==> src/core/conv_defs.vh <==
// constants for the converter serial frame timing core
// assumes inclusion by bare name from core/ design files
`ifndef CONV_DEFS_VH
`define CONV_DEFS_VH

// sync type field encodings
`define MODE_MULTI 2'h0
`define MODE_I2S 2'h1
`define MODE_AC16 2'h2
`define MODE_AC20 2'h3

// fixed slot geometry of the ac-link modes (last index values)
`define AC_SLOT16_LAST 5'h0f
`define AC_SLOT20_LAST 5'h13
`define AC16_WORDS_LAST 4'hf
`define AC20_WORDS_LAST 4'hc

`define DIV_ZERO 12'h000
`define WORD_W 16
`define FIFO_DEPTH 16
`define FIFO_AW 4

`endif

==> src/core/converter_serial_frame_timing.v <==
// timing core of a converter serial port: bit clock divider, word and
// frame counters, frame sync master/slave, tx fifo and rx shifter.
// assumes all non-clock inputs are synchronous to i_clk.
`timescale 1ns/10ps
`include "conv_defs.vh"

module tx_word_fifo #(
	parameter WIDTH = `WORD_W,
	parameter DEPTH = `FIFO_DEPTH,
	parameter AW = `FIFO_AW
)(
	input wire i_clk,
	input wire i_resetn,
	input wire i_clear,
	input wire [WIDTH-1:0] i_data,
	input wire i_valid,
	output wire o_ready,
	output wire [WIDTH-1:0] o_data,
	output wire o_valid,
	input wire i_ready
);
	reg [WIDTH-1:0] mem [0:DEPTH-1];
	reg [AW-1:0] wr_reg;
	reg [AW-1:0] rd_reg;
	reg [AW:0] cnt_reg;
	wire push;
	wire pop;

	assign o_ready = (cnt_reg < DEPTH);
	assign o_valid = (cnt_reg != {(AW+1){1'b0}});
	assign o_data = mem[rd_reg];
	assign push = i_valid & o_ready;
	assign pop = o_valid & i_ready;

	always @(posedge i_clk)
	begin
		if (push)
			mem[wr_reg] <= i_data;
	end

	always @(posedge i_clk or negedge i_resetn)
	begin
		if (!i_resetn)
		begin
			wr_reg <= {AW{1'b0}};
			rd_reg <= {AW{1'b0}};
			cnt_reg <= {(AW+1){1'b0}};
		end
		else if (i_clear)
		begin
			wr_reg <= {AW{1'b0}};
			rd_reg <= {AW{1'b0}};
			cnt_reg <= {(AW+1){1'b0}};
		end
		else
		begin
			if (push)
				wr_reg <= wr_reg + 1'b1;
			if (pop)
				rd_reg <= rd_reg + 1'b1;
			if (push & ~pop)
				cnt_reg <= cnt_reg + 1'b1;
			else if (pop & ~push)
				cnt_reg <= cnt_reg - 1'b1;
		end
	end
endmodule

module converter_serial_frame_timing #(
	parameter WIDTH = `WORD_W,
	parameter DEPTH = `FIFO_DEPTH,
	parameter AW = `FIFO_AW
)(
	input wire i_clk,
	input wire i_resetn,
	input wire i_module_on_bit,
	input wire [3:0] i_word_length_field,
	input wire [3:0] i_frame_word_field,
	input wire [1:0] i_sync_type_field,
	input wire i_sync_direction_bit,
	input wire [11:0] i_bit_rate_divisor,
	input wire i_bit_clock_direction_bit,
	input wire i_serial_bit_clock,
	output wire o_serial_bit_clock,
	output wire o_serial_bit_clock_oe,
	input wire i_frame_sync_pin,
	output wire o_frame_sync_pin,
	output wire o_frame_sync_pin_oe,
	output wire o_serial_out_pin,
	output wire o_serial_out_pin_oe,
	input wire i_serial_in_pin,
	input wire [WIDTH-1:0] i_tx_data,
	input wire i_tx_valid,
	output wire o_tx_ready,
	output wire [WIDTH-1:0] o_rx_data,
	output wire o_rx_valid,
	output wire o_frame_active
);
	reg [11:0] div_reg;
	reg sck_reg;
	reg sck_s1_reg;
	reg sck_s2_reg;
	reg sck_s3_reg;
	reg [4:0] bit_reg;
	reg [3:0] word_reg;
	reg busy_reg;
	reg fs_prev_reg;
	reg fs_out_reg;
	reg [WIDTH-1:0] tx_sh_reg;
	reg [WIDTH-1:0] rx_sh_reg;
	reg [WIDTH-1:0] rx_data_reg;
	reg rx_valid_reg;
	reg [4:0] bit_next;
	reg [3:0] word_next;
	reg busy_next;
	reg fs_calc;

	wire ext_clk;
	wire div_on;
	wire div_run;
	wire div_tick;
	wire rise;
	wire fall;
	wire master;
	wire is_ac;
	wire running;
	wire word_end;
	wire frame_end;
	wire slave_trig;
	wire [WIDTH-1:0] fifo_data;
	wire fifo_valid;
	wire fifo_pop;
	wire [3:0] half_words;

	// last bit index of the current slot
	function [4:0] slot_last;
		input [1:0] mode;
		input [3:0] ws;
		input [3:0] wcnt;
		begin
			case (mode)
				`MODE_AC16: slot_last = `AC_SLOT16_LAST;
				`MODE_AC20: slot_last = (wcnt == 4'h0) ?
					`AC_SLOT16_LAST : `AC_SLOT20_LAST;
				default: slot_last = {1'b0, ws};
			endcase
		end
	endfunction

	// last word index of the frame
	function [3:0] frame_last;
		input [1:0] mode;
		input [3:0] fsg;
		begin
			case (mode)
				`MODE_AC16: frame_last = `AC16_WORDS_LAST;
				`MODE_AC20: frame_last = `AC20_WORDS_LAST;
				default: frame_last = fsg;
			endcase
		end
	endfunction

	assign ext_clk = i_bit_clock_direction_bit;
	assign div_on = (i_bit_rate_divisor != `DIV_ZERO);
	// divider may run alone when it owns the clock pin
	assign div_run = div_on & (i_module_on_bit | ~ext_clk);
	assign div_tick = div_run & (div_reg >= i_bit_rate_divisor);

	always @(posedge i_clk or negedge i_resetn)
	begin
		if (!i_resetn)
		begin
			div_reg <= 12'h000;
			sck_reg <= 1'b0;
		end
		else if (!div_run)
		begin
			div_reg <= 12'h000;
			sck_reg <= 1'b0;
		end
		else if (div_tick)
		begin
			div_reg <= 12'h000;
			sck_reg <= ~sck_reg;
		end
		else
			div_reg <= div_reg + 12'h001;
	end

	// external clock synchroniser; s1 feeds s2 only
	always @(posedge i_clk or negedge i_resetn)
	begin
		if (!i_resetn)
		begin
			sck_s1_reg <= 1'b0;
			sck_s2_reg <= 1'b0;
			sck_s3_reg <= 1'b0;
		end
		else
		begin
			sck_s1_reg <= i_serial_bit_clock;
			sck_s2_reg <= sck_s1_reg;
			sck_s3_reg <= sck_s2_reg;
		end
	end

	// no edges reach the counters while the module is off
	assign rise = i_module_on_bit & (ext_clk ?
		(sck_s2_reg & ~sck_s3_reg) : (div_tick & ~sck_reg));
	assign fall = i_module_on_bit & (ext_clk ?
		(~sck_s2_reg & sck_s3_reg) : (div_tick & sck_reg));

	assign master = ~i_sync_direction_bit;
	assign is_ac = i_sync_type_field[1];
	assign running = master | busy_reg;
	assign word_end = (bit_reg ==
		slot_last(i_sync_type_field, i_word_length_field, word_reg));
	assign frame_end = word_end & (word_reg ==
		frame_last(i_sync_type_field, i_frame_word_field));
	assign half_words = (i_frame_word_field >> 1) + 4'h1;

	// slave trigger sampled on the rising bit clock edge
	assign slave_trig = (i_sync_type_field == `MODE_I2S) ?
		(i_frame_sync_pin != fs_prev_reg) :
		(i_frame_sync_pin & (~busy_reg | frame_end));

	always @*
	begin
		bit_next = bit_reg;
		word_next = word_reg;
		busy_next = busy_reg;
		if (!master && slave_trig)
		begin
			// counters restart so bit 0 starts at this same rising edge
			bit_next = 5'h00;
			word_next = 4'h0;
			busy_next = 1'b1;
		end
		else if (running)
		begin
			if (word_end)
			begin
				bit_next = 5'h00;
				if (frame_end)
				begin
					word_next = 4'h0;
					busy_next = 1'b0;
				end
				else
					word_next = word_reg + 4'h1;
			end
			else
				bit_next = bit_reg + 5'h01;
		end
	end

	// master sync shape from the counters
	always @*
	begin
		case (i_sync_type_field)
			`MODE_MULTI: fs_calc = (word_reg == 4'h0) &&
				(bit_reg == 5'h00);
			`MODE_I2S: fs_calc = (word_reg < half_words);
			default: fs_calc = (word_reg == 4'h0);
		endcase
	end

	always @(posedge i_clk or negedge i_resetn)
	begin
		if (!i_resetn)
		begin
			bit_reg <= 5'h00;
			word_reg <= 4'h0;
			busy_reg <= 1'b0;
			fs_prev_reg <= 1'b0;
		end
		else if (!i_module_on_bit)
		begin
			bit_reg <= 5'h00;
			word_reg <= 4'h0;
			busy_reg <= 1'b0;
			fs_prev_reg <= 1'b0;
		end
		else if (rise)
		begin
			bit_reg <= bit_next;
			word_reg <= word_next;
			busy_reg <= busy_next;
			fs_prev_reg <= i_frame_sync_pin;
		end
	end

	always @(posedge i_clk or negedge i_resetn)
	begin
		if (!i_resetn)
			fs_out_reg <= 1'b0;
		else
			fs_out_reg <= i_module_on_bit & master & fs_calc;
	end

	// word loaded at slot start, popped from the fifo when present, but never popped in the ac-link modes
	assign fifo_pop = rise & running & word_end & ~is_ac;

	always @(posedge i_clk or negedge i_resetn)
	begin
		if (!i_resetn)
			tx_sh_reg <= {WIDTH{1'b0}};
		else if (!i_module_on_bit)
			tx_sh_reg <= {WIDTH{1'b0}};
		else if (rise && running)
		begin
			if (word_end)
				tx_sh_reg <= fifo_valid ? fifo_data : {WIDTH{1'b0}};
			else
				tx_sh_reg <= {tx_sh_reg[WIDTH-2:0], 1'b0};
		end
	end

	always @(posedge i_clk or negedge i_resetn)
	begin
		if (!i_resetn)
		begin
			rx_sh_reg <= {WIDTH{1'b0}};
			rx_data_reg <= {WIDTH{1'b0}};
			rx_valid_reg <= 1'b0;
		end
		else
		begin
			rx_valid_reg <= 1'b0;
			if (!i_module_on_bit)
				rx_sh_reg <= {WIDTH{1'b0}};
			else if (fall && running)
			begin
				rx_sh_reg <= {rx_sh_reg[WIDTH-2:0], i_serial_in_pin};
				if (word_end)
				begin
					rx_data_reg <= {rx_sh_reg[WIDTH-2:0],
						i_serial_in_pin};
					rx_valid_reg <= 1'b1;
				end
			end
		end
	end

	tx_word_fifo #(
		.WIDTH(WIDTH),
		.DEPTH(DEPTH),
		.AW(AW)
	) u_fifo (
		.i_clk(i_clk),
		.i_resetn(i_resetn),
		.i_clear(~i_module_on_bit),
		.i_data(i_tx_data),
		.i_valid(i_tx_valid),
		.o_ready(o_tx_ready),
		.o_data(fifo_data),
		.o_valid(fifo_valid),
		.i_ready(fifo_pop)
	);

	assign o_serial_bit_clock = sck_reg;
	assign o_serial_bit_clock_oe = ~ext_clk & div_run;
	assign o_frame_sync_pin = fs_out_reg;
	assign o_frame_sync_pin_oe = i_module_on_bit & master;
	assign o_serial_out_pin = tx_sh_reg[WIDTH-1];
	assign o_serial_out_pin_oe = i_module_on_bit;
	assign o_rx_data = rx_data_reg;
	assign o_rx_valid = rx_valid_reg;
	assign o_frame_active = running & i_module_on_bit;
endmodule
==> config.mk <==
export PLATFORM = sky130hd
export DESIGN_NAME = converter_serial_frame_timing
export DESIGN_NICKNAME = d
export VERILOG_FILES = /design/src/core/converter_serial_frame_timing.v
export VERILOG_INCLUDE_DIRS = /design/src /design/src/core
export SDC_FILE = /design/constraint.sdc
export NUM_CORES = 1
export LEC_CHECK = 0
export ABC_AREA = 1
export BUFFER_PORTS_ARGS = -buffer_cell sky130_fd_sc_hd__buf_2
export CAP_MARGIN = 20
export CORE_MARGIN = 2
export CORE_UTILIZATION = 38
export DETAILED_ROUTE_END_ITERATION = 12
export GPL_ROUTABILITY_DRIVEN = 0
export GPL_TIMING_DRIVEN = 0
export PLACE_DENSITY = 0.51
export SYNTH_ARGS = -nofsm -noshare
export SYNTH_HDL_FRONTEND = slang
export SYNTH_HIERARCHICAL = 1
export SYNTH_SLANG_ARGS = --single-unit
export TNS_END_PERCENT = 10
==> constraint.sdc <==
create_clock -name i_clk -period 5 [get_ports i_clk]
set_input_delay 1 -clock i_clk [delete_from_list [all_inputs] [get_ports i_clk]]
set_output_delay 1 -clock i_clk [all_outputs]
set_load 0.05 [all_outputs]
After elaboration in Yosys (flattened, before gate mapping)
Memory sizes are Yosys's and may differ from the RTL's.
Cells that the tools add are included.
Operators by class
  $add $sub $neg: 8
  multipliers: 0
  div/mod/pow operators: 0
  magnitude comparators: 3
  equality and inequality tests: 16
  shift operators: 0
  multiplexer cells: 48
  bitwise gates (word level): 33
  reduce and logical (&&, ||, !) cells: 13
Operators with widths (count)
  $mux 16: 4
  $mux 5: 9
  $mux 4: 10
  $mux 15: 2
  $mux 12: 2
  $and 1x1->1: 21
  $mux 1: 18
  $add 12x1->12 const B: 1
  $add 4x1->4 const B: 3
  $ge 12x12->1: 1
  $ne 2x1->1 const B: 6
  $ne 3x1->1 const B: 4
  $reduce_bool 12->1: 1
  $add 5x1->5 const B: 2
  $pmux 5 s2: 1
  $not 1->1: 9
  $pmux 4 s2: 1
  $reduce_and 3->1: 2
  $eq 5x5->1: 1
  $logic_not 5->1: 1
  $lt 5x5->1 const B: 1
  $reduce_bool 5->1: 1
  $sub 5x1->5 const B: 1
  $add 3x1->4 const B: 1
  12 further kinds: 18
Word-level totals
  bits in registers: 89
  latch bits: 0
  memory bits (writable): 256
  memory bits (read-only): 0
  input bits: 47
  output and inout bits: 25
  word-level logic and storage cells: 139
  memories kept: 1
Memories
  u_fifo.mem: words 16, width 16, read ports 1, clocked after memory_dff 0, write ports 1, line converter_serial_frame_timing.v:22  | reg [WIDTH-1:0] mem [0:DEPTH-1];

Logic depth before layout (Yosys ltp)
  word-level depth: 15
  depth in mapped cells: 21

By module
The synthesis kept the hierarchy.
By module, submodules not included
  tx_word_fifo: times used 1, cells each 857, area each 10887.9 µm², seq. area each 8012.7 µm²
  converter_serial_frame_timing: times used 1, cells each 483, area each 4068.9 µm², seq. area each 1901.8 µm²

Worst setup path after synthesis
OpenSTA, ideal clock, no wires.
  path type: input to register
  start point: input port i_bit_rate_divisor[11]
  end point: register u_fifo.cnt_reg[4]
  library setup time: 0.118 ns
  data arrival time: 3.311 ns
  data required time: 4.882 ns
  path slack: 1.572 ns
  stages: 20
  path buffers: 0
  cell sequence: inv_1 -> ha_1 -> nand2_1 -> nor2_1 -> nand3_1 -> nand4_1 -> nand4_1 -> nand2_1 -> nand2_1 -> nor3_1 -> nand2_1 -> nand2_2 -> ha_1 -> a21o_1 -> nand2_1 -> nand2_1 -> inv_1 -> nand2_1 -> nand3_1 -> nand2_1
On the way
  cells in the longest elaborated chain, start to end: 14
  elaborated cells on any way between the ends: 17
RTL lines
  start: declaration: line converter_serial_frame_timing.v:81  | input wire [11:0] i_bit_rate_divisor,
  branches (longest 2 deep; another with $ge 12x12->1)
  $and 1x1->1 *: line converter_serial_frame_timing.v:167  | assign div_tick = div_run & (div_reg >= i_bit_rate_divisor);
  $and 1x1->1 *: line converter_serial_frame_timing.v:209  | (sck_s2_reg & ~sck_s3_reg) : (div_tick & ~sck_reg));
  $mux 1 *: line converter_serial_frame_timing.v:208  | assign rise = i_module_on_bit & (ext_clk ?
  $and 1x1->1 *: line converter_serial_frame_timing.v:208
  $and 1x1->1 * (3 in series): line converter_serial_frame_timing.v:302  | assign fifo_pop = rise & running & word_end & ~is_ac;
  named net fifo_pop: line converter_serial_frame_timing.v:132  | wire fifo_pop;
  $and 1x1->1 *: line converter_serial_frame_timing.v:33  | assign pop = o_valid & i_ready;
  $not 1->1: line converter_serial_frame_timing.v:61  | if (push & ~pop)
  $and 1x1->1: line converter_serial_frame_timing.v:61
  $mux 5: line converter_serial_frame_timing.v:61
  $mux 5: line converter_serial_frame_timing.v:49  | else if (i_clear)
  end signal: assignment: line converter_serial_frame_timing.v:53  | cnt_reg <= {(AW+1){1'b0}};
  end signal: assignment: line converter_serial_frame_timing.v:62  | cnt_reg <= cnt_reg + 1'b1;
  end signal: assignment: line converter_serial_frame_timing.v:64  | cnt_reg <= cnt_reg - 1'b1;
  end: declaration: line converter_serial_frame_timing.v:25  | reg [AW:0] cnt_reg;
Mark *: on every way through the listed nets, which the timed path passes.
A chain may end at the register's enable or synchronous reset.

Worst setup path after layout
Same ends and word-level chain as after synthesis.

==> results.md <==
* Status: completed
* Reg2reg path depth at 19
* RR Endpoint: u_fifo/cnt_reg[4]
* RSZ-0062 raised after global routing: false
* Vias at 10372
* Post-CTS Resized at 0
* Slew margin rel. at 0.415
* Starting Density at 0.386
* Crit end category: flip-flop
* Post-synthesis sequential area ratio at 0.663
* Inserted Clock Buffers at 39
* Type of the worst setup path: in -> reg
* CTS root buffer: clkbuf_16
* Leading cell type in the layout, fill and taps excluded: edfxtp_1
* CP arrival at 3.94 ns
* Final std cells w/o fill at 2012
* Post-layout minimum cycle time at ~3.5 ns
* Cts hold-fix bufs at 0
* DIE HEIGHT at just over 200 µm
* Dpl ws at 0.892 ns
* Filler Cells Inserted at about 3600
* #FFs+latches synth at 345
* Layout Skew at 0.0148 ns
* Synth Instances at 1340
* Slew Viols, Final at 0
* Global-route wire length before repair at 62300 µm
* Row Count at about 70
* Initial antenna violation count at 0
* Setup violators final at 0
* Smallest setup slack after layout at around 1.5 ns
* Synth top area cells: edfxtp_1, dfrtp_1, nor2_1, o21ai_0, nand2_1
* Drt first pass iters at 6
* Area leader, netlist: edfxtp_1
* Die area at 41000 µm²
* Maximum VDD drop at 0.244 mV
* Clk slew on worst S/H paths at 0.06 ns
* Diode count at 0
* Commonest cells after routing, fill and taps aside: edfxtp_1, nor2_1, nand2_1
* Number of synthesized flops with an enable pin at around 260
* Largest net degree at the start of global routing at 69
* Final instance area at around 17000 µm²
* Drt total wl at about 41000 µm
* Number of flip-flops in the largest register at 256
* Ys async rst share at 0.258
* Core ar. at 38700 µm²
* Area after DPL at 16300 µm²
* Post-DRT Antenna Nets at 0
* Unique masters post-synth at 43
* Layout cell share with drive strength beyond 1 at 0.145
* Maximum root-to-sink buffer count at 3
* Mapped Nets at 1418
* Worst r2r src: div_reg[9]
* Worst hold path type: in -> async
* Worst-path maximum fanout at 9
* Per-cell routed wire length at 20.5 µm
* Nets at 1547
* Dpl cells at 1946
* Vias in the first global route at around 10000
* Post-detail-place hpwl at 28000 µm
* WP data required at 5.45 ns
* P_leak at 6.59 nW
* Setup bufs post-CTS at 0
* Tot GR Track Use at 0.204
* Pwr Total at 6.74 mW
* Initial DRC Count at 990
* Count of final hold-check violations at 0
* CTS tree: yes
* PwrDens at 386 nW/µm²
* Max cap viols at 0
* H-Tree Depth at 2
* Critical path launch point type: input port
* Max Fclk at approximately 290 MHz
* Ys flop type: edfxtp_1
* Share of the synthesized area in the top cell type at 0.514
* Die width at between 200 and 250 µm
* Clock sink total at 345
* Number of port buffers at roughly 70
* Post-route DRC at 0
* Least-Margin Pin Slew at 0.877 ns
* Remaining Overflow, GRT at 0
* Drt via density at approximately 5.2
* YS warnings at 6
* Reg2reg setup slack at around 1.7 ns
* Clk_lat worst skew at 0.55 ns
* Mean Syn Cell Area at about 11 µm²
* Mapped Area at 15000 µm²
* I/O pin total at 72
* Setup TNS at 0 ns
* Layout area overhead at 16.8%
* Final period utilization at 0.697
## critical path, cell delays in order
cell and delay, ns:
buf_2 0.07, inv_1 0.04, ha_1 0.29, nand2_1 0.06
nor2_1 0.19, nand3_1 0.09, nand4_1 0.17, nand4_1 0.16
nand2_1 0.17, nand2_1 0.11, nor3_1 0.40, nand2_1 0.19
nand2_2 0.21, ha_1 0.29, a21o_1 0.16, nand2_1 0.05
nand2_1 0.06, inv_1 0.05, nand2_1 0.04, nand3_1 0.07
nand2_1 0.04
## area by class of cell
| class | instances | area, µm² | share of cell area |
|---|---|---|---|
| Buffer | 66 | 347 | 0.0198 |
| Clock buffer | 55 | 1080 | 0.0617 |
| Clock inverter | 11 | 119 | 0.00681 |
| Inverter | 74 | 278 | 0.0159 |
| Multi-Input combinational cell | 855 | 4460 | 0.255 |
| Sequential cell | 345 | 9910 | 0.568 |
| Tap cell | 518 | 648 | 0.0371 |
| Timing Repair Buffer | 88 | 622 | 0.0356 |
## synthesized netlist by cell type, types with 2 or more instances
| library cell | number |
|---|---|
| a21oi_1 | 34 |
| a22oi_1 | 15 |
| buf_1 | 7 |
| buf_2 | 22 |
| buf_4 | 5 |
| buf_6 | 7 |
| clkbuf_1 | 25 |
| clkinv_1 | 2 |
| dfrtp_1 | 89 |
| edfxtp_1 | 256 |
| ha_1 | 30 |
| inv_1 | 69 |
| inv_2 | 3 |
| nand2_1 | 137 |
| nand2_2 | 6 |
| nand2_4 | 3 |
| nand3_1 | 66 |
| nand3_2 | 3 |
| nand4_1 | 6 |
| nor2_1 | 266 |
| nor2_2 | 3 |
| nor3_1 | 4 |
| nor3b_1 | 3 |
| o211ai_1 | 66 |
| o21ai_0 | 126 |
| o21ai_1 | 35 |
| o21ai_2 | 5 |
| o22ai_1 | 15 |
| or2_2 | 3 |
| xnor2_1 | 6 |
| xor2_1 | 11 |
## power breakdown
| group | switching [mW] | internal [mW] |
|---|---|---|
| Sequential | 0.0600 | 3.19 |
| Clock | 1.13 | 1.60 |
| Combinational | 0.526 | 0.231 |
## through the flow
stage | hold slack, ns | utilization
finish | 0.351 | 0.451
CTS | 0.327 | 0.451
global route | 0.352 | 0.451
detailed placement | 0.337 | 0.420
floorplan | 0.331 | -
global placement | 0.340 | 0.412
## worst max path at each step
stage	start	end	slack (ns)	depth (start not counted)
floorplan	i_bit_rate_divisor[11]	u_fifo/cnt_reg[4]	1.57	20
global placement	i_bit_rate_divisor[11]	u_fifo/cnt_reg[4]	0.93	21
detailed placement	i_bit_rate_divisor[11]	u_fifo/cnt_reg[4]	0.89	21
CTS	i_bit_rate_divisor[11]	u_fifo/cnt_reg[3]	1.48	18
global route	i_bit_rate_divisor[9]	u_fifo/cnt_reg[3]	1.09	18
finish	i_bit_rate_divisor[11]	u_fifo/cnt_reg[4]	1.51	21
## logic make-up after synthesis
family          share of synthesized area
simple gates                        0.140
compound gates                      0.119
buf+inv                            0.0417
xor+xnor                          0.00995
flops                               0.663
fa+ha+maj                          0.0264
## per-layer routing
metal	global-route usage	up-vias	routed length, µm
met5	0	-	0
met4	0.0795	0	1530
met3	0.0397	88	2710
met2	0.324	313	18700
met1	0.278	5017	18200
li1	-	4954	-
Power figures use the tool's default switching activity.
